`config.mk`:
```
export PLATFORM = sky130hd
export DESIGN_NAME = sync_sram_write_qualify
export DESIGN_NICKNAME = d
export VERILOG_FILES = /design/src/pkg/sram_qualify_pkg.sv /design/src/rtl/burst_counter.sv /design/src/rtl/sync_sram_write_qualify.sv
export SDC_FILE = /design/constraint.sdc
export NUM_CORES = 1
export LEC_CHECK = 0
export BUFFER_PORTS_ARGS = -buffer_cell sky130_fd_sc_hd__buf_2
export CORE_AREA = 2 2 85 87
export DETAILED_ROUTE_END_ITERATION = 8
export DIE_AREA = 0 0 87 89
export GPL_ROUTABILITY_DRIVEN = 1
export PLACE_DENSITY = 0.72
export SLEW_MARGIN = 20
export SYNTH_ARGS = -nofsm -noshare
export SYNTH_HDL_FRONTEND = slang
export SYNTH_SLANG_ARGS = --single-unit
```
`constraint.sdc`:
```
create_clock -name i_clock -period 5.1 [get_ports i_clock]
set_input_delay 0.51 -clock i_clock [delete_from_list [all_inputs] [get_ports i_clock]]
set_output_delay 0.51 -clock i_clock [all_outputs]
set_load 0.1 [all_outputs]
```
`src/pkg/sram_qualify_pkg.sv`:
```
// Constants and types for the synchronous burst SRAM write qualifier.
// Assumes a single rising-edge clock; all bus controls but the order strap are registered inside.
// Summary of operation
// - Write when global low or enable with lane.
// - Global write writes both lanes, except on a processor strobe, which reads.
// - Enabled means primary low, hi high, expand low.
// - Output enable ignored once write has begun.
// - Each lane select gates its own data lane.
// - Primary enable high blocks processor strobe only.
// - Burst advance steps two-bit counter in bursts.
// - Order input static: low linear, high interleaved.
package sram_qualify_pkg;

   //----------------------------------------------------------------
   // Widths
   //----------------------------------------------------------------
   localparam int ADDR_W  = 16;
   localparam int LANE_W  = 9;
   localparam int LANES   = 2;
   localparam int BURST_W = 2;

   //----------------------------------------------------------------
   // Reset values
   //----------------------------------------------------------------
   localparam logic [BURST_W-1:0] BURST_RST = 2'h0;
   localparam logic [LANES-1:0]   LANES_OFF = 2'h0;
   localparam logic [LANES-1:0]   LANES_ALL = 2'h3;

   typedef enum logic [1:0] {
      CYC_IDLE,
      CYC_READ,
      CYC_WRITE
   } cycle_t;

endpackage

```
`src/rtl/burst_counter.sv`:
```
// Two-bit burst address counter.
// Assumes the order input is a static strap and the controls come from registers.
`timescale 1ns/1ps
`default_nettype none
module burst_counter (
   // Clock and reset
   input  wire logic                                 i_clock,
   input  wire logic                                 i_reset,
   // Control
   input  wire logic                                 i_load,
   input  wire logic [sram_qualify_pkg::BURST_W-1:0] i_load_value,
   input  wire logic                                 i_step,
   input  wire logic                                 i_burst_order_select,
   // Result
   output logic      [sram_qualify_pkg::BURST_W-1:0] o_offset
);
   import sram_qualify_pkg::*;

   logic [BURST_W-1:0] start_ff;
   logic [BURST_W-1:0] count_ff;
   logic [BURST_W-1:0] nxt_count;
   logic [BURST_W-1:0] used_count;

   // The order strap is used directly, never registered.
   // A step moves the address of the same cycle, so the stepped count is used at once.
   assign nxt_count  = count_ff + 2'h1;
   assign used_count = i_step ? nxt_count : count_ff;
   assign o_offset   = i_burst_order_select ? (start_ff ^ used_count)
                                            : (start_ff + used_count);

   always_ff @(posedge i_clock) begin
      if (i_reset) begin
         start_ff <= BURST_RST;
         count_ff <= BURST_RST;
      end else if (i_load) begin
         start_ff <= i_load_value;
         count_ff <= BURST_RST;
      end else if (i_step) begin
         count_ff <= nxt_count;
      end
   end
endmodule
`default_nettype wire

```
`src/rtl/sync_sram_write_qualify.sv`:
```
// Write qualification, chip-enable decode and burst addressing for a
// two-lane synchronous burst SRAM. Assumes a bus master on the same clock;
// the async output enable comes from outside and is synchronised; the data pins are captured in one register.
`timescale 1ns/1ps
`default_nettype none
module sync_sram_write_qualify (
   // Clock and reset
   input  wire logic                                   i_clock,
   input  wire logic                                   i_reset,
   // Bus controls
   input  wire logic                                   i_processor_addr_strobe_n,
   input  wire logic                                   i_controller_addr_strobe_n,
   input  wire logic                                   i_burst_advance_n,
   input  wire logic                                   i_chip_enable_primary_n,
   input  wire logic                                   i_chip_enable_expand_hi,
   input  wire logic                                   i_chip_enable_expand_n,
   input  wire logic                                   i_global_write_n,
   input  wire logic                                   i_lane_write_enable_n,
   input  wire logic                                   i_lane_a_select_n,
   input  wire logic                                   i_lane_b_select_n,
   input  wire logic                                   i_output_enable_n,
   input  wire logic                                   i_burst_order_select,
   input  wire logic [sram_qualify_pkg::ADDR_W-1:0]    i_address,
   // Data lanes
   input  wire logic [sram_qualify_pkg::LANE_W-1:0]    i_lane_a_data,
   input  wire logic [sram_qualify_pkg::LANE_W-1:0]    i_lane_b_data,
   output logic      [sram_qualify_pkg::LANE_W-1:0]    o_lane_a_data,
   output logic      [sram_qualify_pkg::LANE_W-1:0]    o_lane_b_data,
   output logic      [sram_qualify_pkg::LANES-1:0]     o_lane_data_oe,
   // Array side
   output logic      [sram_qualify_pkg::ADDR_W-1:0]    o_array_address,
   output logic      [sram_qualify_pkg::LANES-1:0]     o_lane_write_strobe,
   output logic      [2*sram_qualify_pkg::LANE_W-1:0]  o_array_write_data,
   output logic                                        o_array_read,
   // Status
   output logic                                        o_selected,
   output logic                                        o_write_cycle
);
   import sram_qualify_pkg::*;

   //----------------------------------------------------------------
   // Input registers
   //----------------------------------------------------------------
   // Every control but the order strap and the output enable is captured on the same edge as address and data.
   // The decode then works one edge later on these copies and the unregistered strap, which gives a
   // fixed latency of two edges from pin to output for every cycle type.
   // There is no reset on this stage: it is a plain pipeline and the cycle
   // state behind it is what reset holds idle.
   logic              pstrobe_n_ff, cstrobe_n_ff, advance_n_ff;
   logic              ce1_n_ff, ce2_ff, ce3_n_ff;
   logic              gw_n_ff, we_n_ff, sa_n_ff, sb_n_ff;
   logic [ADDR_W-1:0] addr_ff;
   logic [LANE_W-1:0] da_ff, db_ff;
   logic              oe_meta_ff, oe_n_ff;

   always_ff @(posedge i_clock) begin
      pstrobe_n_ff <= i_processor_addr_strobe_n;
      cstrobe_n_ff <= i_controller_addr_strobe_n;
      advance_n_ff <= i_burst_advance_n;
      ce1_n_ff  <= i_chip_enable_primary_n;
      ce2_ff    <= i_chip_enable_expand_hi;
      ce3_n_ff  <= i_chip_enable_expand_n;
      gw_n_ff   <= i_global_write_n;
      we_n_ff   <= i_lane_write_enable_n;
      sa_n_ff   <= i_lane_a_select_n;
      sb_n_ff   <= i_lane_b_select_n;
      addr_ff   <= i_address;
      da_ff     <= i_lane_a_data;
      db_ff     <= i_lane_b_data;
   end

   // The output enable is asynchronous, so it is brought in through two stages.
   always_ff @(posedge i_clock) begin
      if (i_reset) begin
         oe_meta_ff <= 1'b1;
         oe_n_ff    <= 1'b1;
      end else begin
         oe_meta_ff <= i_output_enable_n;
         oe_n_ff    <= oe_meta_ff;
      end
   end

   //----------------------------------------------------------------
   // Cycle decode
   //----------------------------------------------------------------
   logic             enabled;
   logic             pstrobe_taken;
   logic             new_cycle;
   logic             deselect;
   logic             is_write;
   logic [LANES-1:0] lane_sel;
   logic [LANES-1:0] nxt_strobe;
   logic             continuing;
   logic             step;
   logic [BURST_W-1:0] offset;
   cycle_t           cycle_ff;
   cycle_t           nxt_cycle;

   assign enabled    = !ce1_n_ff && ce2_ff && !ce3_n_ff;
   // A processor strobe with the primary enable high is dropped before it can
   // start or end anything; the controller strobe has no such escape.
   assign pstrobe_taken = !pstrobe_n_ff && !ce1_n_ff;
   assign new_cycle  = pstrobe_taken || (!cstrobe_n_ff && !pstrobe_taken);
   assign deselect   = new_cycle && !enabled;
   assign lane_sel   = {!sb_n_ff, !sa_n_ff};
   // A processor strobe that selects the device always starts a read; writes need the controller path
   // or a continuing cycle, matching how the strobe is intended to be used.
   assign is_write   = !gw_n_ff || (!we_n_ff && (lane_sel != LANES_OFF));
   assign continuing = !new_cycle && (cycle_ff != CYC_IDLE);
   assign step       = continuing && !advance_n_ff;

   always_comb begin
      nxt_cycle = cycle_ff;
      if (deselect) begin
         nxt_cycle = CYC_IDLE;
      end else if (pstrobe_taken) begin
         nxt_cycle = CYC_READ;
      end else if (new_cycle || continuing) begin
         nxt_cycle = is_write ? CYC_WRITE : CYC_READ;
      end
   end

   // Global write overrides the lane enable and the lane selects.
   assign nxt_strobe = (nxt_cycle != CYC_WRITE) ? LANES_OFF :
                       (!gw_n_ff ? LANES_ALL : lane_sel);

   burst_counter u_burst (
      .i_clock              (i_clock),
      .i_reset              (i_reset),
      .i_load               (new_cycle && enabled),
      .i_load_value         (addr_ff[BURST_W-1:0]),
      .i_step               (step),
      .i_burst_order_select (i_burst_order_select),
      .o_offset             (offset)
   );

   //----------------------------------------------------------------
   // Outputs
   //----------------------------------------------------------------
   logic [ADDR_W-1:0] base_ff;
   logic              drive_ok;
   logic [ADDR_W-1:0] nxt_address;

   always_ff @(posedge i_clock) begin
      if (new_cycle && enabled) begin
         base_ff <= addr_ff;
      end
   end

   // Drivers follow the cycle being entered, not the one being left, so the
   // first edge of a write already turns them off whatever the enable pin says.
   // The synchronised enable lags the pin by two edges; a master that lowers it
   // late sees the drivers come on two or three cycles after the pin.
   assign drive_ok = (nxt_cycle == CYC_READ) && !oe_n_ff;

   // A new cycle takes the pin address whole; afterwards only the two low
   // bits move, so a burst never leaves its aligned block of four words.
   assign nxt_address = (new_cycle && enabled) ? addr_ff :
                        {base_ff[ADDR_W-1:BURST_W], offset};

   //----------------------------------------------------------------
   // Cycle state and status
   //----------------------------------------------------------------
   always_ff @(posedge i_clock) begin
      if (i_reset) begin
         cycle_ff      <= CYC_IDLE;
         o_array_read  <= 1'b0;
         o_selected    <= 1'b0;
         o_write_cycle <= 1'b0;
      end else begin
         cycle_ff      <= nxt_cycle;
         o_array_read  <= (nxt_cycle == CYC_READ);
         o_selected    <= (nxt_cycle != CYC_IDLE);
         o_write_cycle <= (nxt_cycle == CYC_WRITE);
      end
   end

   //----------------------------------------------------------------
   // Write path
   //----------------------------------------------------------------
   // Strobes and data leave on the same edge, so the array never sees a
   // strobe paired with the data of a neighbouring cycle.
   always_ff @(posedge i_clock) begin
      if (i_reset) begin
         o_lane_write_strobe <= LANES_OFF;
         o_array_write_data  <= '0;
      end else begin
         o_lane_write_strobe <= nxt_strobe;
         o_array_write_data  <= {db_ff, da_ff};
      end
   end

   //----------------------------------------------------------------
   // Array address
   //----------------------------------------------------------------
   always_ff @(posedge i_clock) begin
      if (i_reset) begin
         o_array_address <= '0;
      end else begin
         o_array_address <= nxt_address;
      end
   end

   //----------------------------------------------------------------
   // Lane drivers
   //----------------------------------------------------------------
   // The lane outputs only echo the captured data; the array's own read data
   // is steered onto the pins outside this block.
   always_ff @(posedge i_clock) begin
      if (i_reset) begin
         o_lane_data_oe <= LANES_OFF;
         o_lane_a_data  <= '0;
         o_lane_b_data  <= '0;
      end else begin
         o_lane_data_oe <= drive_ok ? LANES_ALL : LANES_OFF;
         o_lane_a_data  <= da_ff;
         o_lane_b_data  <= db_ff;
      end
   end
endmodule
`default_nettype wire

```
==> impl_summary.txt <==
----------------------------------------------------
[Outcome]
  Outcome ... completed

[Floorplan]
  Site Rows ... 30
  Initial cell density of the core ... 44.53%
  Floorplan die height ... 89 µm
  I/O pin cnt ... 107
  Total die area ... 7743 µm²
  Placeable core region ... 6719 µm²
  Die X ... 87 µm

[Worst setup path]
  Delay of the slowest cell on the worst path ... 520 ps
  Worst reg2reg path depth ... 3
  CP max-delay cell ... sky130_fd_sc_hd__inv_2
  Critical-path maximum fanout ... 32
  Critical path arrival ... 1990 ps
  Count of buffer and inverter cells on the critical path ... 1
  Worst setup path class ... register to register
  Cell type group with the largest total delay on the critical path ... buffers and inverters
  Startpoint Class ... register
  Worst-path cell chain ... or3b_1 > a21o_1 > inv_2
  Worst r2r dst ... base_ff[11]
  Register-to-register path setup slack ... 3110 ps
  Startpoint of the worst-slack reg-to-reg timing path ... ce1_n_ff
  Required arrival time at the worst endpoint ... 5100 ps
  Worst setup EP type ... register

[CTS]
  TritonCTS buffer count ... 9
  Clock tree buffer depth ... 2
  Root buf cell ... sky130_fd_sc_hd__clkbuf_8
  Number of buffers inserted by post-CTS setup repair ... 0
  H-tree depth reported by CTS ... 3
  Clock tree from TritonCTS ... yes
  Sink Count ... 106
  Number of cells upsized or downsized after cts ... 0
  Worst-skew pair later-pin latency ... 360 ps
  CTS hold repair buffers ... 0
  Clock transition at the registers of the reported paths ... 90 ps

[Final layout]
  Synth-to-Final Area Change ... 23.46%
  Antenna fix cells ... 0
  Share of cells above drive strength 1 ... 38.14%
  Fin nets ... 377

[Logic synthesis]
  Dominant combinational cell family by area after synthesis ... simple AND/OR/NAND/NOR gates
  Share of the synthesized area in the top cell type ... 61.56%
  Area share of and/or/nand/nor cells after synthesis ... 11.63%
  Share of synthesized registers carrying an async set or reset ... 0%
  Number of nets produced by synthesis ... 286
  Most instantiated cells after synthesis ... sky130_fd_sc_hd__dfxtp_1 (92), sky130_fd_sc_hd__nand2_1 (34), sky130_fd_sc_hd__a21oi_1 (22)
  Per-instance average area after synthesis ... 12.62 µm²
  Synthesized-area fraction occupied by xor and xnor cells ... 1.464%
  Most frequent cell after synthesis ... sky130_fd_sc_hd__dfxtp_1
  Primary flip-flop cell chosen by synthesis mapping ... sky130_fd_sc_hd__dfxtp_1
  Yosys warnings ... 0
  Number of instances in the synthesized netlist ... 237
  Synthesized-area fraction occupied by ao, oa, aoi and oai cells ... 4.601%
  Flops & latches, synth ... 106
  Sequential share of the synthesized area ... 75.62%
  Post-synthesis cell type with the largest combined area ... sky130_fd_sc_hd__dfxtp_1
  Main area contributors after synthesis ... sky130_fd_sc_hd__dfxtp_1 (62%), sky130_fd_sc_hd__edfxtp_1 (14%), sky130_fd_sc_hd__buf_4 (4.8%), sky130_fd_sc_hd__nand2_1 (4.3%), sky130_fd_sc_hd__nor2b_1 (4.2%)
  Number of enable-type register cells in the synthesized netlist ... 14
  Post-synthesis instance area ... 2992 µm²
  Adder and majority cell fraction of the synthesized area ... 0.4182%
  Number of distinct library cell variants in the gate-level netlist after synthesis ... 24
  Post-synthesis mux area share ... 0%

[Hold path]
  Hold Path Depth ... 1
  Min-Delay Path Class ... input port to register
  WHS Endpoint ... db_ff[1]
  Worst hold path startpoint ... i_lane_b_data[1]

[GRT]
  Vias in the first global route ... 1650
  Global-route wire length before repair ... 7362 µm
  Pin count of the biggest net entering global routing ... 42
  Initial antenna violation count ... 0
  Overflow after GRT ... 0
  Total GRT Usage ... 13.11%

[Routing]
  Total vias in the final route ... 1792
  Antenna viol nets, final ... 0
  DRC violation count after routing ... 0
  Routed WL per cell ... 11.42 µm
  First-pass DRT Iterations ... 6
  Per-cell via count in the routed design ... 4.339
  Final WL ... 4715 µm
  DRC violation total after the first TritonRoute iteration ... 61

[Placed design]
  Post-detailed-placement half-perimeter wirelength ... 3189 µm
  Placement Setup Slack ... 3102 ps
  Buffers on Ports ... 106
  Global placement routability congestion ... 0.6509

[Timing]
  # setup viols final ... 0
  Fin crit share ... 39.05%
  Final clock skew ... 8.528 ps
  Max-slew violation count ... 0
  Final hold vios ... 0
  Setup Total Neg Slack ... 0 ps
  Highest achievable clock rate ... 502.1 MHz
  RSZ-0062 raised after global routing ... false
  Least-Margin Pin Slew ... 723.2 ps
  Relative max-transition margin ... 51.79%
  Crit path time final ... 1992 ps
  Worst hold slack after final layout ... 239.9 ps
  Setup ws final ... 3108 ps

[Run]
  Max_cap viols ... 0

[Power and ir drop]
  Maximum vdd ir drop ... 0.2574 mV
  Power per cell area ... 463.2 nW/µm²
  P_leak ... 1.729 nW

----------------------------------------------------
==> logic make-up (layout without fill, tap and decap cells) <==
kind of cell	count (synthesis)	in the layout
flip-flops	106	106
XOR/XNOR	5	5
AND/OR/NAND/NOR	69	69
AO/OA/AOI/OAI	26	26
adder cells (fa/ha/maj)	1	1
buffers and inverters	30	126
==> sequential cells by signal, summed over array words and instances (netlist names), 2 cells and up <==
name and count:
u_burst.start_ff 2, da_ff 9, o_array_address 16, base_ff 14
o_array_write_data 18, o_lane_write_strobe 2, db_ff 9, addr_ff 16
cycle_ff 2, u_burst.count_ff 2
==> worst max-delay path by stage <==
| stage | from | end | slack [ps] | cells past startpoint |
|---|---|---|---|---|
| 3_5_place_dp | ce1_n_ff | base_ff[8] | 3100 | 3 |
| 3_3_place_gp | ce1_n_ff | base_ff[8] | 3130 | 3 |
| 5_1_grt | ce1_n_ff | o_array_address[7] | 2890 | 5 |
| 6_report | ce1_n_ff | base_ff[11] | 3110 | 3 |
| 4_1_cts | ce1_n_ff | base_ff[3] | 3080 | 3 |
| 2_1_floorplan | o_array_write_data[0] | o_lane_a_data[0] | 3230 | 1 |
==> cell usage in the layout, fill, tap and decap left out, types with 2 or more instances in the layout <==
cell type	count
sky130_fd_sc_hd__edfxtp_1	14
sky130_fd_sc_hd__a21o_1	2
sky130_fd_sc_hd__or2_2	2
sky130_fd_sc_hd__xnor2_1	4
sky130_fd_sc_hd__a21oi_1	22
sky130_fd_sc_hd__buf_2	106
sky130_fd_sc_hd__nand2_1	34
sky130_fd_sc_hd__inv_6	2
sky130_fd_sc_hd__nor2_1	5
sky130_fd_sc_hd__nor3_1	3
sky130_fd_sc_hd__nor2b_1	20
sky130_fd_sc_hd__inv_1	3
sky130_fd_sc_hd__clkbuf_8	11
sky130_fd_sc_hd__dfxtp_1	92
sky130_fd_sc_hd__clkbuf_16	3
==> stage by stage <==
stage,instance area [µm²],util [%],std cells,total power [mW]
2_1_floorplan,2992,-,237,1.134
3_3_place_gp,3450,51.34,397,1.169
3_5_place_dp,3450,51.34,397,1.171
4_1_cts,3694,54.97,413,1.736
5_1_grt,3694,54.97,413,1.784
6_report,3694,54.97,413,1.711
==> layer usage <==
metal	vias up	global-route usage, %	part of all wire, %
met4	0	6.818	2.0
met5	-	0	0
met3	10	8.033	11
met1	785	13.54	41
li1	922	-	-
met2	75	20.89	46
==> power breakdown <==
| part | leakage (nW) | internal (mW) | switching, mW |
|---|---|---|---|
| sequential | 0.896 | 0.887 | 0.0141 |
| combinational | 0.707 | 0.0404 | 0.209 |
| clock | 0.125 | 0.297 | 0.263 |
==> area by class of cell <==
class | instances | area [µm²]
fill | 591 | 3025
multi-input combinational | 101 | 541.8
sequential | 106 | 2262
timing repair buffer | 106 | 530.5
clock buffer | 14 | 226.5
tap | 80 | 100.1
inverter | 4 | 15.01
clock inverter | 2 | 17.52
Power figures use the tool's default switching activity.
